[config.mk]
export PLATFORM = sky130hd
export DESIGN_NAME = async_periph_reset_clock_ctrl
export DESIGN_NICKNAME = d
export VERILOG_FILES = /design/src/shared/periph_ctrl_pkg.sv /design/src/logic/async_periph_reset_clock_ctrl.sv /design/src/logic/addr_decode.sv /design/src/logic/line_fanout.sv
export VERILOG_INCLUDE_DIRS = /design/src /design/src/shared
export SDC_FILE = /design/constraint.sdc
export NUM_CORES = 1
export LEC_CHECK = 0
export ABC_AREA = 1
export BUFFER_PORTS_ARGS = -buffer_cell sky130_fd_sc_hd__buf_2
export CAP_MARGIN = 30
export CORE_UTILIZATION = 25
export CTS_CLUSTER_DIAMETER = 80
export CTS_CLUSTER_SIZE = 28
export DETAILED_ROUTE_END_ITERATION = 7
export RECOVER_POWER = 50
export SLEW_MARGIN = 20
export SYNTH_ARGS = -nofsm -noshare
export SYNTH_HDL_FRONTEND = slang
export SYNTH_SLANG_ARGS = --single-unit
[constraint.sdc]
create_clock -name clk_sys -period 1.7 [get_ports clk_sys]
set_input_delay 0.085 -clock clk_sys [delete_from_list [all_inputs] [get_ports clk_sys]]
set_output_delay 0.085 -clock clk_sys [all_outputs]
set_load 0.05 [all_outputs]
[src/shared/periph_ctrl_defs.svh]
// Offsets, field positions, reset values and masks of the peripheral control bank
`ifndef PERIPH_CTRL_DEFS_SVH
`define PERIPH_CTRL_DEFS_SVH

// Byte addresses of the registers
`define ADDR_REVISION_ID 32'h400003FC
`define ADDR_RESET_CTRL 32'h40080000
`define ADDR_RESET_SET 32'h40080004
`define ADDR_RESET_CLEAR 32'h40080008
`define ADDR_CLOCK_GATE 32'h40080010

// Bit positions shared by the reset and clock-gate registers
`define BIT_SERIAL0 1
`define BIT_SERIAL1 2
`define BIT_SERIAL2 3
`define BIT_SERIAL3 4
`define BIT_TWO_WIRE0 5
`define BIT_TWO_WIRE1 6
`define BIT_TWO_WIRE2 7
`define BIT_SPI0 9
`define BIT_SPI1 10
`define BIT_TIMER_A 13
`define BIT_TIMER_B 14
`define BIT_RATE_GEN 15

// Implemented bits: 1..7, 9, 10, 13..15
`define PERIPH_MASK 32'h0000E6FE

// Reset value of both control registers
`define PERIPH_RESET_VALUE 32'h00000000

// Neutral revision value; arbitrary, not taken from any real part
`define REVISION_DEFAULT 32'h00A5_0001

`endif

[src/shared/periph_ctrl_pkg.sv]
// Types used by the peripheral control bank
package periph_ctrl_pkg;

	// Register slots decoded from the bus address
	typedef enum logic [2:0] {
		SLOT_NONE,
		SLOT_REVISION,
		SLOT_RESET_CTRL,
		SLOT_RESET_SET,
		SLOT_RESET_CLEAR,
		SLOT_CLOCK_GATE
	} reg_slot_t;

	// One bus request as seen by the bank
	typedef struct packed {
		logic read;
		logic write;
		logic [31:0] address;
		logic [31:0] writedata;
		logic [3:0] byteenable;
	} bus_req_t;

	// Per-peripheral control lines
	typedef struct packed {
		logic [3:0] serial;
		logic [2:0] two_wire;
		logic [1:0] spi;
		logic timer_a;
		logic timer_b;
		logic fractional_rate_generator;
	} periph_lines_t;

endpackage : periph_ctrl_pkg

[src/logic/async_periph_reset_clock_ctrl.sv]
// Reset and clock-gate control bank for peripherals on the async bridge
//
// The Avalon-MM slave port was chosen for this implementation.
`timescale 1ns/1ps
`default_nettype none
`include "periph_ctrl_defs.svh"

module async_periph_reset_clock_ctrl #(
	// Revision constant; value arbitrary, set per silicon revision
	parameter logic [31:0] REVISION_VALUE = `REVISION_DEFAULT
) (
	input wire logic clk_sys,
	input wire logic srst,
	input wire logic [31:0] avs_address,
	input wire logic avs_read,
	input wire logic avs_write,
	input wire logic [31:0] avs_writedata,
	input wire logic [3:0] avs_byteenable,
	output logic [31:0] avs_readdata,
	output logic avs_waitrequest,
	output logic [1:0] avs_response,
	output periph_ctrl_pkg::periph_lines_t periph_reset,
	output periph_ctrl_pkg::periph_lines_t periph_clock_en
);

	// Bundled bus request
	periph_ctrl_pkg::bus_req_t req;
	// Decoded register slot
	periph_ctrl_pkg::reg_slot_t slot;
	// Reset control register
	logic [31:0] reset_ctrl_reg;
	logic [31:0] reset_ctrl_next;
	// Clock gate register
	logic [31:0] clock_gate_reg;
	logic [31:0] clock_gate_next;
	// Answer phase flag: request accepted on this cycle
	logic ack_reg;
	// Byte-lane mask from byteenable
	logic [31:0] lane_mask;
	// Read data and response being assembled
	logic [31:0] rdata_next;
	logic [1:0] resp_next;
	// Accept strobes
	logic do_write;
	logic do_read;

	// Pack the bus signals
	always_comb begin
		req.read = avs_read;
		req.write = avs_write;
		req.address = avs_address;
		req.writedata = avs_writedata;
		req.byteenable = avs_byteenable;
	end

	// Address decoder
	addr_decode u_decode (
		.address(req.address),
		.slot(slot)
	);

	// Expand byte enables to a bit mask
	always_comb begin
		lane_mask = {{8{req.byteenable[3]}}, {8{req.byteenable[2]}},
			{8{req.byteenable[1]}}, {8{req.byteenable[0]}}};
	end

	// Each request waits one cycle, then completes on the ack cycle
	always_comb begin
		avs_waitrequest = (req.read | req.write) & ~ack_reg;
		do_write = req.write & ack_reg;
		do_read = req.read & ack_reg;
	end

	// Ack toggles high for one cycle per request
	always_ff @(posedge clk_sys) begin
		if (srst) begin
			ack_reg <= 1'b0;
		end else begin
			ack_reg <= (req.read | req.write) & ~ack_reg;
		end
	end

	// Next value of the reset control register
	always_comb begin
		reset_ctrl_next = reset_ctrl_reg;
		case (slot)
			periph_ctrl_pkg::SLOT_RESET_CTRL: begin
				reset_ctrl_next = (reset_ctrl_reg & ~lane_mask)
					| (req.writedata & lane_mask);
			end
			periph_ctrl_pkg::SLOT_RESET_SET: begin
				reset_ctrl_next = reset_ctrl_reg
					| (req.writedata & lane_mask);
			end
			periph_ctrl_pkg::SLOT_RESET_CLEAR: begin
				reset_ctrl_next = reset_ctrl_reg
					& ~(req.writedata & lane_mask);
			end
			default: begin
				reset_ctrl_next = reset_ctrl_reg;
			end
		endcase
		reset_ctrl_next = reset_ctrl_next & `PERIPH_MASK;
	end

	// Reset control register update
	always_ff @(posedge clk_sys) begin
		if (srst) begin
			reset_ctrl_reg <= `PERIPH_RESET_VALUE;
		end else if (do_write) begin
			reset_ctrl_reg <= reset_ctrl_next;
		end
	end

	// Next value of the clock gate register
	always_comb begin
		if (slot == periph_ctrl_pkg::SLOT_CLOCK_GATE) begin
			clock_gate_next = ((clock_gate_reg & ~lane_mask)
				| (req.writedata & lane_mask)) & `PERIPH_MASK;
		end else begin
			clock_gate_next = clock_gate_reg;
		end
	end

	// Clock gate register update
	always_ff @(posedge clk_sys) begin
		if (srst) begin
			clock_gate_reg <= `PERIPH_RESET_VALUE;
		end else if (do_write) begin
			clock_gate_reg <= clock_gate_next;
		end
	end

	// Read mux; aliases read zero and unmapped addresses answer decode error
	always_comb begin
		rdata_next = 32'h00000000;
		resp_next = 2'h0;
		case (slot)
			periph_ctrl_pkg::SLOT_REVISION: begin
				rdata_next = REVISION_VALUE;
			end
			periph_ctrl_pkg::SLOT_RESET_CTRL: begin
				rdata_next = reset_ctrl_reg;
			end
			periph_ctrl_pkg::SLOT_RESET_SET,
			periph_ctrl_pkg::SLOT_RESET_CLEAR: begin
				rdata_next = 32'h00000000;
			end
			periph_ctrl_pkg::SLOT_CLOCK_GATE: begin
				rdata_next = clock_gate_reg;
			end
			default: begin
				resp_next = 2'h3;
			end
		endcase
	end

	// Registered read data, presented during the ack cycle
	always_ff @(posedge clk_sys) begin
		if (srst) begin
			avs_readdata <= 32'h00000000;
			avs_response <= 2'h0;
		end else if ((req.read | req.write) & ~ack_reg) begin
			avs_readdata <= req.read ? rdata_next : 32'h00000000;
			avs_response <= resp_next;
		end
	end

	line_fanout u_reset_lines (
		.value(reset_ctrl_reg),
		.lines(periph_reset)
	);

	// bit 15 drives the rate generator gate
	line_fanout u_clock_lines (
		.value(clock_gate_reg),
		.lines(periph_clock_en)
	);

	a_reset_follows: assert property (@(posedge clk_sys) disable iff (srst)
		periph_reset.timer_a == reset_ctrl_reg[`BIT_TIMER_A])
		else $error("timer reset line mismatch");

	a_set_alias: assert property (@(posedge clk_sys) disable iff (srst)
		do_write && slot == periph_ctrl_pkg::SLOT_RESET_SET
		&& avs_byteenable == 4'hF |=> (reset_ctrl_reg
		== (($past(reset_ctrl_reg) | $past(avs_writedata)) & `PERIPH_MASK)))
		else $error("set alias wrong");

	a_clear_alias: assert property (@(posedge clk_sys) disable iff (srst)
		do_write && slot == periph_ctrl_pkg::SLOT_RESET_CLEAR
		&& avs_byteenable == 4'hF |=> (reset_ctrl_reg
		== ($past(reset_ctrl_reg) & ~$past(avs_writedata))))
		else $error("clear alias wrong");

	a_alias_no_state: assert property (@(posedge clk_sys) disable iff (srst)
		do_write && slot != periph_ctrl_pkg::SLOT_CLOCK_GATE
		|=> $stable(clock_gate_reg))
		else $error("clock gate changed by other write");

	a_bit_map: assert property (@(posedge clk_sys) disable iff (srst)
		((reset_ctrl_reg | clock_gate_reg) & ~`PERIPH_MASK) == 32'h0)
		else $error("unimplemented bit set");

	a_clock_write: assert property (@(posedge clk_sys) disable iff (srst)
		do_write && slot == periph_ctrl_pkg::SLOT_CLOCK_GATE
		&& avs_byteenable == 4'hF
		|=> periph_clock_en.fractional_rate_generator
		== $past(avs_writedata[`BIT_RATE_GEN]))
		else $error("rate generator gate wrong");

	a_reset_zero: assert property (@(posedge clk_sys)
		$past(srst) |-> reset_ctrl_reg == 32'h0 && clock_gate_reg == 32'h0)
		else $error("not zero after reset");

	a_revision_read: assert property (@(posedge clk_sys) disable iff (srst)
		avs_read && !ack_reg && slot == periph_ctrl_pkg::SLOT_REVISION
		##1 avs_read |-> avs_readdata == REVISION_VALUE
		&& !avs_waitrequest)
		else $error("revision read wrong");

	// every reset line follows its control bit
	a_reset_lines_all: assert property (@(posedge clk_sys) disable iff (srst)
		periph_reset == {reset_ctrl_reg[4:1], reset_ctrl_reg[7:5],
		reset_ctrl_reg[10:9], reset_ctrl_reg[13], reset_ctrl_reg[14],
		reset_ctrl_reg[15]})
		else $error("reset lines mismatch");

	// every clock line follows its gate bit
	a_clock_lines_all: assert property (@(posedge clk_sys) disable iff (srst)
		periph_clock_en == {clock_gate_reg[4:1], clock_gate_reg[7:5],
		clock_gate_reg[10:9], clock_gate_reg[13], clock_gate_reg[14],
		clock_gate_reg[15]})
		else $error("clock lines mismatch");

	// direct write of the reset register
	a_ctrl_write: assert property (@(posedge clk_sys) disable iff (srst)
		do_write && slot == periph_ctrl_pkg::SLOT_RESET_CTRL
		&& avs_byteenable == 4'hF
		|=> reset_ctrl_reg == ($past(avs_writedata) & `PERIPH_MASK))
		else $error("reset register write wrong");

	a_set_lanes: assert property (@(posedge clk_sys) disable iff (srst)
		do_write && slot == periph_ctrl_pkg::SLOT_RESET_SET
		|=> reset_ctrl_reg == (($past(reset_ctrl_reg)
		| ($past(avs_writedata) & $past(lane_mask))) & `PERIPH_MASK))
		else $error("set alias lanes wrong");

	a_clear_lanes: assert property (@(posedge clk_sys) disable iff (srst)
		do_write && slot == periph_ctrl_pkg::SLOT_RESET_CLEAR
		|=> reset_ctrl_reg == ($past(reset_ctrl_reg)
		& ~($past(avs_writedata) & $past(lane_mask))))
		else $error("clear alias lanes wrong");

	// clock gate write honours byte lanes
	a_gate_lanes: assert property (@(posedge clk_sys) disable iff (srst)
		do_write && slot == periph_ctrl_pkg::SLOT_CLOCK_GATE
		|=> clock_gate_reg == ((($past(clock_gate_reg) & ~$past(lane_mask))
		| ($past(avs_writedata) & $past(lane_mask))) & `PERIPH_MASK))
		else $error("clock gate lanes wrong");

	// nothing but a write changes the reset register
	a_ctrl_hold: assert property (@(posedge clk_sys) disable iff (srst)
		!do_write |=> $stable(reset_ctrl_reg))
		else $error("reset register changed without write");

	a_alias_read_zero: assert property (@(posedge clk_sys) disable iff (srst)
		do_read && (slot == periph_ctrl_pkg::SLOT_RESET_SET
		|| slot == periph_ctrl_pkg::SLOT_RESET_CLEAR)
		|-> avs_readdata == 32'h00000000 && avs_response == 2'h0)
		else $error("alias read not zero");

	a_unmapped_error: assert property (@(posedge clk_sys) disable iff (srst)
		do_read && slot == periph_ctrl_pkg::SLOT_NONE
		|-> avs_response == 2'h3 && avs_readdata == 32'h00000000)
		else $error("unmapped read not refused");

	// revision read answers the constant with OKAY
	a_revision_value: assert property (@(posedge clk_sys) disable iff (srst)
		do_read && slot == periph_ctrl_pkg::SLOT_REVISION
		|-> avs_readdata == REVISION_VALUE && avs_response == 2'h0)
		else $error("revision value wrong");

	a_reserved_read: assert property (@(posedge clk_sys) disable iff (srst)
		do_read && slot == periph_ctrl_pkg::SLOT_CLOCK_GATE
		|-> (avs_readdata & ~`PERIPH_MASK) == 32'h00000000)
		else $error("reserved clock bits not zero");

	// a fresh request waits exactly one cycle
	a_wait_one: assert property (@(posedge clk_sys) disable iff (srst)
		(avs_read || avs_write) && !ack_reg
		|-> avs_waitrequest ##1 !avs_waitrequest)
		else $error("wait state count wrong");

	a_idle_no_wait: assert property (@(posedge clk_sys) disable iff (srst)
		!avs_read && !avs_write |-> !avs_waitrequest)
		else $error("waitrequest high while idle");

	a_two_wire_zero: assert property (@(posedge clk_sys)
		$past(srst) |-> periph_reset.two_wire == 3'h0
		&& periph_clock_en.two_wire == 3'h0)
		else $error("two-wire lines not zero after reset");

endmodule : async_periph_reset_clock_ctrl
`default_nettype wire

[src/logic/addr_decode.sv]
// Address decoder mapping bus addresses to register slots
`timescale 1ns/1ps
`default_nettype none
`include "periph_ctrl_defs.svh"

module addr_decode (
	input wire logic [31:0] address,
	output periph_ctrl_pkg::reg_slot_t slot
);

	// Compare the full byte address against each register
	always_comb begin
		case (address)
			`ADDR_REVISION_ID: slot = periph_ctrl_pkg::SLOT_REVISION;
			`ADDR_RESET_CTRL: slot = periph_ctrl_pkg::SLOT_RESET_CTRL;
			`ADDR_RESET_SET: slot = periph_ctrl_pkg::SLOT_RESET_SET;
			`ADDR_RESET_CLEAR: slot = periph_ctrl_pkg::SLOT_RESET_CLEAR;
			`ADDR_CLOCK_GATE: slot = periph_ctrl_pkg::SLOT_CLOCK_GATE;
			default: slot = periph_ctrl_pkg::SLOT_NONE;
		endcase
	end

endmodule : addr_decode
`default_nettype wire

[src/logic/line_fanout.sv]
// Unpacks a control register into per-peripheral lines
`timescale 1ns/1ps
`default_nettype none
`include "periph_ctrl_defs.svh"

module line_fanout (
	input wire logic [31:0] value,
	output periph_ctrl_pkg::periph_lines_t lines
);

	// Each peripheral takes its own fixed bit
	always_comb begin
		lines.serial = value[`BIT_SERIAL3:`BIT_SERIAL0];
		lines.two_wire = value[`BIT_TWO_WIRE2:`BIT_TWO_WIRE0];
		lines.spi = value[`BIT_SPI1:`BIT_SPI0];
		lines.timer_a = value[`BIT_TIMER_A];
		lines.timer_b = value[`BIT_TIMER_B];
		lines.fractional_rate_generator = value[`BIT_RATE_GEN];
	end

endmodule : line_fanout
`default_nettype wire

# Word-level counts from Yosys, hierarchy flattened
# Cells that the tools add are included.
# W data, S select, Z words.
# totals
ff_bits	59
output_inout_bits	59
wordCells	37
# op_classes
eq_ne	10
reduce_logical	4
bitwise_logic	13
n_mux	5
# ops
op	count
$eq A32 B31 Y1 const B	5
$pmux W24 S3	1
$and A16 B16 Y16	4
$or A16 B16 Y16	3
$pmux W16 S3	1
$mux W32	1
$not A16 Y16	2
$pmux W3 S5	1
$eq A3 B2 Y1 const B	2
$eq A3 B3 Y1 const B	2
$reduce_or A5 Y1	1
$reduce_and A2 Y1	2
$eq A3 B1 Y1 const B	1
$reduce_bool A3 Y1	1
$and A1 B1 Y1	2
$mux W2	1
$not A1 Y1	1
$or A1 B1 Y1	1

# Depth between registers and ports, before layout
# Gate-level depths: netlist (run 1).
# logic_depth
depth_word	5
ltp_mapped	13
ltp_nobuf	12

# By module
# From an unflattened synthesis (run 1), not the netlist that was laid out.
# hier_totals
hier_cells	508
area_unflattened_um2	2955.3
# modules_own_cells
mod	cells_each	instances	area_each_um2	seq_area_each_um2
async_periph_reset_clock_ctrl	403	1	2436.1	780.7
addr_decode	81	1	339.1	0.0
line_fanout	12	2	90.1	0.0

# Worst setup path after synthesis (run 1)
# No wires, ideal clock.
# synth_timing
path_type	reg2reg
startpoint	reg reset_ctrl_reg[5]
endpoint	reg reset_ctrl_reg[5]
setup_time_ns	0.070
arrival_ns	1.293
setup_slack_ns	0.337
required_ns	1.630
stages_incl_launch_ff	7
path_cell_list	dfxtp_1 inv_1 o21ai_0 nand3_1 nand3_1 nand3_1 a21oi_1
# synth_via
elab_chain_cells	3
elab_cells_between_ends	5
cone_classes	1 x mux; 4 x bitwise
# synth_rtl
item	line_no	text
start: declaration	async_periph_reset_clock_ctrl.sv:31	logic [31:0] reset_ctrl_reg;
start signal: assignment	async_periph_reset_clock_ctrl.sv:110	reset_ctrl_reg <= `PERIPH_RESET_VALUE;
start signal: assignment	async_periph_reset_clock_ctrl.sv:112	reset_ctrl_reg <= reset_ctrl_next;
$and A16 B16 Y16	async_periph_reset_clock_ctrl.sv:89	reset_ctrl_next = (reset_ctrl_reg & ~lane_mask)
$or A16 B16 Y16	async_periph_reset_clock_ctrl.sv:90	| (req.writedata & lane_mask);
$pmux W16 S3 (*)	async_periph_reset_clock_ctrl.sv:87	case (slot)
# Mark *: on every way between the ends. The rest lies on a longest branch, timed or not.
# A chain may end at the register's enable or synchronous reset.

==> results of run 1 <==
## through the flow
stage / hold slack, ps / utilization (%)
after floorplan: 228 / -
after global placement: 366 / 30.9
after detailed placement: 373 / 30.9
after CTS: 56.6 / 32.1
after global routing: 67.3 / 31.6
final: 67.8 / 31.6
## metal layers
layer / vias to the layer above / wire (um) / track usage (%) / share of wire, %
met1: 1220 / 3260 / 17.7 / 45
met4: 0 / 169 / 5.63 / 2.3
met5: - / 0 / 0 / 0
met3: 14 / 440 / 3.19 / 6.0
li1: 1439 / - / - / -
met2: 75 / 3400 / 23.5 / 47
## Yosys cell counts, drive strengths merged
cell type | instances | area share, %
buf | 32 | 9.0
o21ai | 25 | 5.4
dfxtp | 39 | 31
nand4 | 6 | 1.5
inv | 21 | 3.1
clkinv | 2 | 0.69
nand2 | 129 | 21
nor2 | 33 | 6.6
a21oi | 51 | 10
nor3 | 2 | 0.39
nand3 | 52 | 11
conb | 1 | 0.15
clkbuf | 7 | 1.0
## cell usage in the layout (no fill, tap or decap), drive strengths merged
cell,Yosys,layout
a21oi,51,51
nand2,129,129
clkinv,2,3
buf,32,61
diode,0,1
inv,21,21
dfxtp,39,39
clkbuf,7,46
nor2,33,33
conb,1,15
o21ai,25,25
bufinv,0,1
nor3,2,2
nand4,6,6
nand3,52,52
## power by group through the flow
stage / Clock [uW] / Sequential, uW / Combinational, uW
6_report: 806 / 919 / 285
5_1_grt: 881 / 920 / 313
4_1_cts: 837 / 919 / 286
3_5_place_dp: 0 / 941 / 285
3_3_place_gp: 0 / 940 / 279
2_1_floorplan: 0 / 948 / 209
## worst min path at each step
| stage | start | end | slack [ps] | depth (start not counted) |
|---|---|---|---|---|
| 2_1_floorplan | avs_writedata[1] | register | 230 | 2 |
| 3_3_place_gp | avs_writedata[10] | register | 370 | 3 |
| 3_5_place_dp | avs_writedata[15] | register | 370 | 3 |
| 4_1_cts | avs_writedata[15] | register | 60 | 3 |
| 5_1_grt | avs_writedata[10] | register | 70 | 3 |
| 6_report | avs_writedata[15] | register | 70 | 3 |
## layout make-up
type / instances / area (sq um)
timing repair buffer: 101 / 475
clock buffer: 6 / 82.6
fill: 1126 / 6710
sequential: 39 / 781
antenna: 1 / 2.50
tap: 133 / 166
clock inverter: 2 / 35.0
multi-input combinational: 313 / 1470
inverter: 23 / 96.3
## cell families after synthesis
logic type / after synthesis / synth area share, %
simple gates: 222 / 40.0
flops: 39 / 30.7
compound gates: 76 / 15.4
other cells: 1 / 0.147
buf+inv: 62 / 13.8
==> key figures, run 1 <==
Placement
  • Placed Area: around 3000 sq um
  • GPL Wtd Cong: 0.842
  • Port buffer count: between 90 and 100
  • Dpl cells: just over 600
  • Pre-CTS worst setup slack: roughly 150 ps
  • Post-DP HPWL: ~5700 um

Routing
  • Drc violations: 0
  • DR WL/cell: 11.8 um
  • Router iterations before antenna repair: 4
  • Detail Route Antenna Nets: 0
  • Routed vias: about 2.7k
  • Total wire length: 7270 um
  • Via/cell ratio: between 4 and 5
  • Drt first-iter violations: approximately 230

Worst setup path
  • Worst-path cell chain: clkbuf_1
  • Worst EP required: between 1500 and 2000 ps
  • R2r setup slk: 430 ps
  • R2R cell count: 6
  • Critical path's largest stage delay: between 500 and 600 ps
  • Buf/Inv on CP: 1
  • Crit path to: periph_clock_en[8]
  • Reg-to-reg startpoint: ack_reg
  • Startpoint Class: register
  • Crit-path slowest cell: clkbuf_1
  • Crit path arrival time: 1190 ps
  • Critical Path End Type: output pin
  • Critical Path Stages: 1
  • Crit-path leading delay family: buffers and inverters
  • Critical Path Fanout Max: 3
  • Critical path type: reg2out

STA
  • Final Setup Violations: 0
  • Fin crit share: about three quarters
  • Final Hold Vio Count: 0
  • RSZ-0062 raised after global routing: no
  • Fin worst setup slack: 421 ps
  • Setup tns final: 0 ps
  • Minimum clock period: around 1300 ps
  • Slew Limit Headroom: between 50 and 60%
  • Slew at the pin closest to its max-slew limit: ~690 ps
  • Max Freq: 782 MHz
  • Slew Limit Fails: 0
  • Clk_skew: approximately 3.4 ps

Pwr
  • Static Leak: 0.00122 uW
  • Comb pwr share: between 10% and 20%
  • Worst VDD drop: around 390 uV
  • Sw Ratio: approximately 27%
  • Clock power share: about two fifths
  • Internal: approximately 1500 uW
  • Total power: about 2000 uW
  • Pwr Density: between 600 and 700 nW/um^2
  • Flop pwr share: a little under half
  • Net switching power figure: ~550 uW

Die
  • Initial Utilization: around a quarter
  • Die X: a little over 100 um
  • Count of standard-cell rows: 36
  • Die area: roughly 11,000 sq um
  • I/O pin total: 131
  • DIE HEIGHT: between 100 and 150 um
  • Core Box Area: between 9000 and 10,000 sq um

Global route
  • Number of global-route vias before repair: between 2k and 3k
  • Global-route usage over all layers: about 14%
  • First-pass GRT wire length: roughly 12,000 um
  • Largest net degree at the start of global routing: 40
  • Initial antenna violation count: 1
  • Grt ovf: 0

Clock network
  • CTS Hold Bufs: 0
  • Setup Buffers After CTS: 0
  • # resized after CTS: 0
  • CTS tree: done
  • CTS Root Cell: clkbuf_8
  • Worst skew pair latency: around 290 ps
  • H-tree depth: 2
  • CTS clk-pin slew, worst paths: about 80 ps
  • CTS Sinks: 39
  • CTS Buffer Depth: 2
  • Num CTS Buffers: 5

Synth
  • Synth cell types: 25
  • Sequential area share after synthesis: 30.7%
  • Register bit total from synthesis: 39
  • Mapped cell area: 2550 sq um
  • Mean Syn Cell Area: between 6 and 7 sq um
  • Syn Inst Count: 400
  • Ys Warns: 0

Cells and area
  • Nets: approximately 560
  • Post-route insts no fill: a little over 600
  • Layout cells sized above 1: around a fifth
  • Cell area after layout: between 3000 and 4000 sq um
  • Area delta synth->final: 22.0%

Hold path
  • Worst hold path type: in2reg

Outcome
  • Outcome: complete, no violations

Job
  • Max cap viols: 0
No activity file was read; power rests on OpenSTA's default activity.
==> inputs of run 2 (changes only) <==
==> constraint.sdc (replaced) <==
create_clock -name clk_sys -period 1.2 [get_ports clk_sys]
set_input_delay 0.06 -clock clk_sys [delete_from_list [all_inputs] [get_ports clk_sys]]
set_output_delay 0.06 -clock clk_sys [all_outputs]
set_load 0.05 [all_outputs]
==> run 2 against run 1 <==
Compared with the run above: sequential cell count stayed put; via count is 3.8% higher; largest cell class unchanged; non-clock buffer count is 15 higher; combinational power is 62% higher; sequential share of layout area is 2.7 points lower; worst setup slack worse by 360 ps; final area is 14% higher; critical path depth is 10 higher; clock skew is 3.1 ps higher; first-iteration DRC count is 33% lower.
==> key figures, run 2 (synthesis gave the netlist of run 1 again) <==
Outcome
  • Outcome: complete, no violations

Die
  • Die area: 10,600 sq um (unchanged)
  • Count of standard-cell rows: 36 (unchanged)
  • Core Box Area: 9820 sq um (unchanged)
  • Die X: 103 um (unchanged)
  • I/O pin total: 131 (unchanged)
  • Initial Utilization: 25.9% (unchanged)
  • DIE HEIGHT: 103 um (unchanged)

Placement
  • GPL Wtd Cong: 0.806 (-4.2%)
  • Port buffer count: 93 (unchanged)
  • Post-DP HPWL: 5940 um (+3.5%)

Clock network
  • H-tree depth: 2 (unchanged)
  • Worst skew pair latency: 290 ps (about the same)
  • CTS Root Cell: clkbuf_8
  • CTS clk-pin slew, worst paths: 80 ps (about the same)
  • CTS Buffer Depth: 2 (unchanged)
  • CTS tree: done
  • CTS Sinks: 39 (unchanged)
  • Num CTS Buffers: 5 (unchanged)

Worst setup path
  • R2R cell count: 6 (unchanged)
  • Reg-to-reg startpoint: ack_reg
  • Crit path arrival time: 1350 ps (+160 ps)
  • Startpoint Class: primary input
  • Critical Path Fanout Max: 8 (+5)
  • Critical path type: in2reg
  • Critical Path End Type: register
  • R2r setup slk: 110 ps (-320 ps)
  • Critical Path Start: avs_address[21]
  • Worst EP required: 1420 ps (-200 ps)
  • Crit path to: reset_ctrl_reg[7]

Cells and area
  • Area occupied by registers: 796 sq um (+1.9%)
  • Fill cell total of the finished layout: 1,113 (-1.2%)
  • Commonest non-fill, non-tap cell in the layout: nand2_1
  • Multi-input logic area: 1640 sq um (+12%)
  • Antenna cells: 0 (-1)
  • Area delta synth->final: 39.1%
  • Layout cells sized above 1: 40.4% (+19 points)
  • Most frequent cells in the layout: nand2_1, buf_2, a21oi_1, nand3_1, clkbuf_2
  • Nets: 571 (+2.9%)

STA
  • Hold slack: 41.7 ps (-26.1 ps)
  • RSZ-0062 raised after global routing: yes
  • Clk_skew: 6.49 ps (+3.08 ps)
  • Max Freq: roughly 880 MHz
  • Final Hold Vio Count: 0 (unchanged)
  • Fin crit share: between 90% and 100%
  • Minimum clock period: about 1100 ps
  • Slew Limit Fails: 0 (unchanged)
  • Final Setup Violations: 0 (unchanged)

Routing
  • Drt first-iter violations: 152 (-33%)
  • Top Metal Used: met4
  • Metal-1 WL: 3370 um (+3.2%)
  • Met3 WL: 512 um (+16%)
  • Total wire length: 7750 um (+6.6%)
  • Router iterations before antenna repair: 4 (unchanged)
  • Drc violations: 0 (unchanged)
  • Detail Route Antenna Nets: 0 (unchanged)
  • DR WL/cell: 12.2 um (+4.0%)
  • Via/cell ratio: 4.51 (+1.4%)
  • Met2 wire len: 3680 um (+8.2%)
  • Routed vias: 2,853 (+3.8%)

Hold path
  • Worst hold path type: in2reg
  • Hold path depth: 3 (unchanged)

Job
  • Max cap viols: 0 (unchanged)

Pwr
  • Worst VDD drop: 397 uV (+1.8%)
  • Static Leak: 0.00152 uW (+25%)
  • Total power: 2890 uW (+44%)
  • Pwr Density: 817 nW/um^2 (+26%)

Global route
  • Initial antenna violation count: 0 (-1)
  • First-pass GRT wire length: 11,900 um (-0.40%)
  • Global-route usage over all layers: 14.2% (about the same)
  • Number of global-route vias before repair: 2,535 (unchanged)
  • Largest net degree at the start of global routing: 40 (unchanged)
  • Grt ovf: 0 (unchanged)
==> run 2: changes by cell type in the layout (fill, tap and decap cells not counted), moves of 6 or more <==
cell | previous run | this run
buf_2 | 53 | 59
buf_4 | 8 | 16
clkbuf_1 | 40 | 0
clkbuf_2 | 0 | 33
dfxtp_1 | 39 | 27
dfxtp_2 | 0 | 12
nand2_1 | 115 | 108
nand3_1 | 50 | 42
nand3_2 | 1 | 8
nor2_1 | 23 | 14
nor2_4 | 4 | 12
==> run 2: power by group <==
part	switching (uW)	total [uW]	internal [uW]	leakage [uW]
combinational	337	462	126	0.00114
sequential	3.90	1300	1300	0.000321
clock	458	1130	673	0.0000612
total	798	2890	2100	0.00152
==> run 2: worst min-delay path by stage <==
stage                      start        to
2_1_floorplan   avs_writedata[1]  register
3_3_place_gp    avs_writedata[4]  register
3_5_place_dp    avs_writedata[4]  register
4_1_cts        avs_writedata[15]  register
5_1_grt         avs_writedata[7]  register
6_report        avs_writedata[4]  register
==> run 2: final cells by class <==
| type | instances | share of cell area, % |
|---|---|---|
| inverters | 23 | 3.07 |
| clock inverters | 2 | 0.989 |
| multi-input cells | 314 | 46.3 |
| well taps | 133 | 4.70 |
| clock buffers | 6 | 2.33 |
| repair buffers | 116 | 20.2 |
| flip-flops and latches | 39 | 22.5 |
==> run 2: metrics by stage <==
stage	instance area, sq um	util (%)	setup TNS [ps]	instances	worst slack (ps)
after floorplan	2620	-	0	414	9.75
after global placement	3200	32.6	-6660	621	-227
after detailed placement	3200	32.6	-8710	621	-305
after CTS	3320	33.8	0	629	37.1
after global routing	3540	36.1	-155	633	-23.2
final	3540	36.1	0	633	62.4
==> run 2: critical path: stages <==
cell,delay (ps)
buf_2,100
nor2_2,120
nand2_1,100
nor2_2,130
nand2_4,100
nor2_4,170
o21ai_2,90
nand2_4,120
buf_6,160
nand3_1,70
a21oi_1,130
==> run 2: repair_timing <==
action,in CTS,in global routing
setup buffers,0,3
setup endpoints to repair,5,34
cloned,0,1
gates resized for setup,2,52
pin swaps,0,26
hold buffers,0,0
==> run 2: layer usage <==
| metal | vias to the layer above | global-route usage [%] |
|---|---|---|
| met2 | 85 | 23.4 |
| met3 | 17 | 3.39 |
| li1 | 1478 | - |
| met4 | 0 | 4.44 |
| met1 | 1273 | 18.2 |
| met5 | - | 0 |
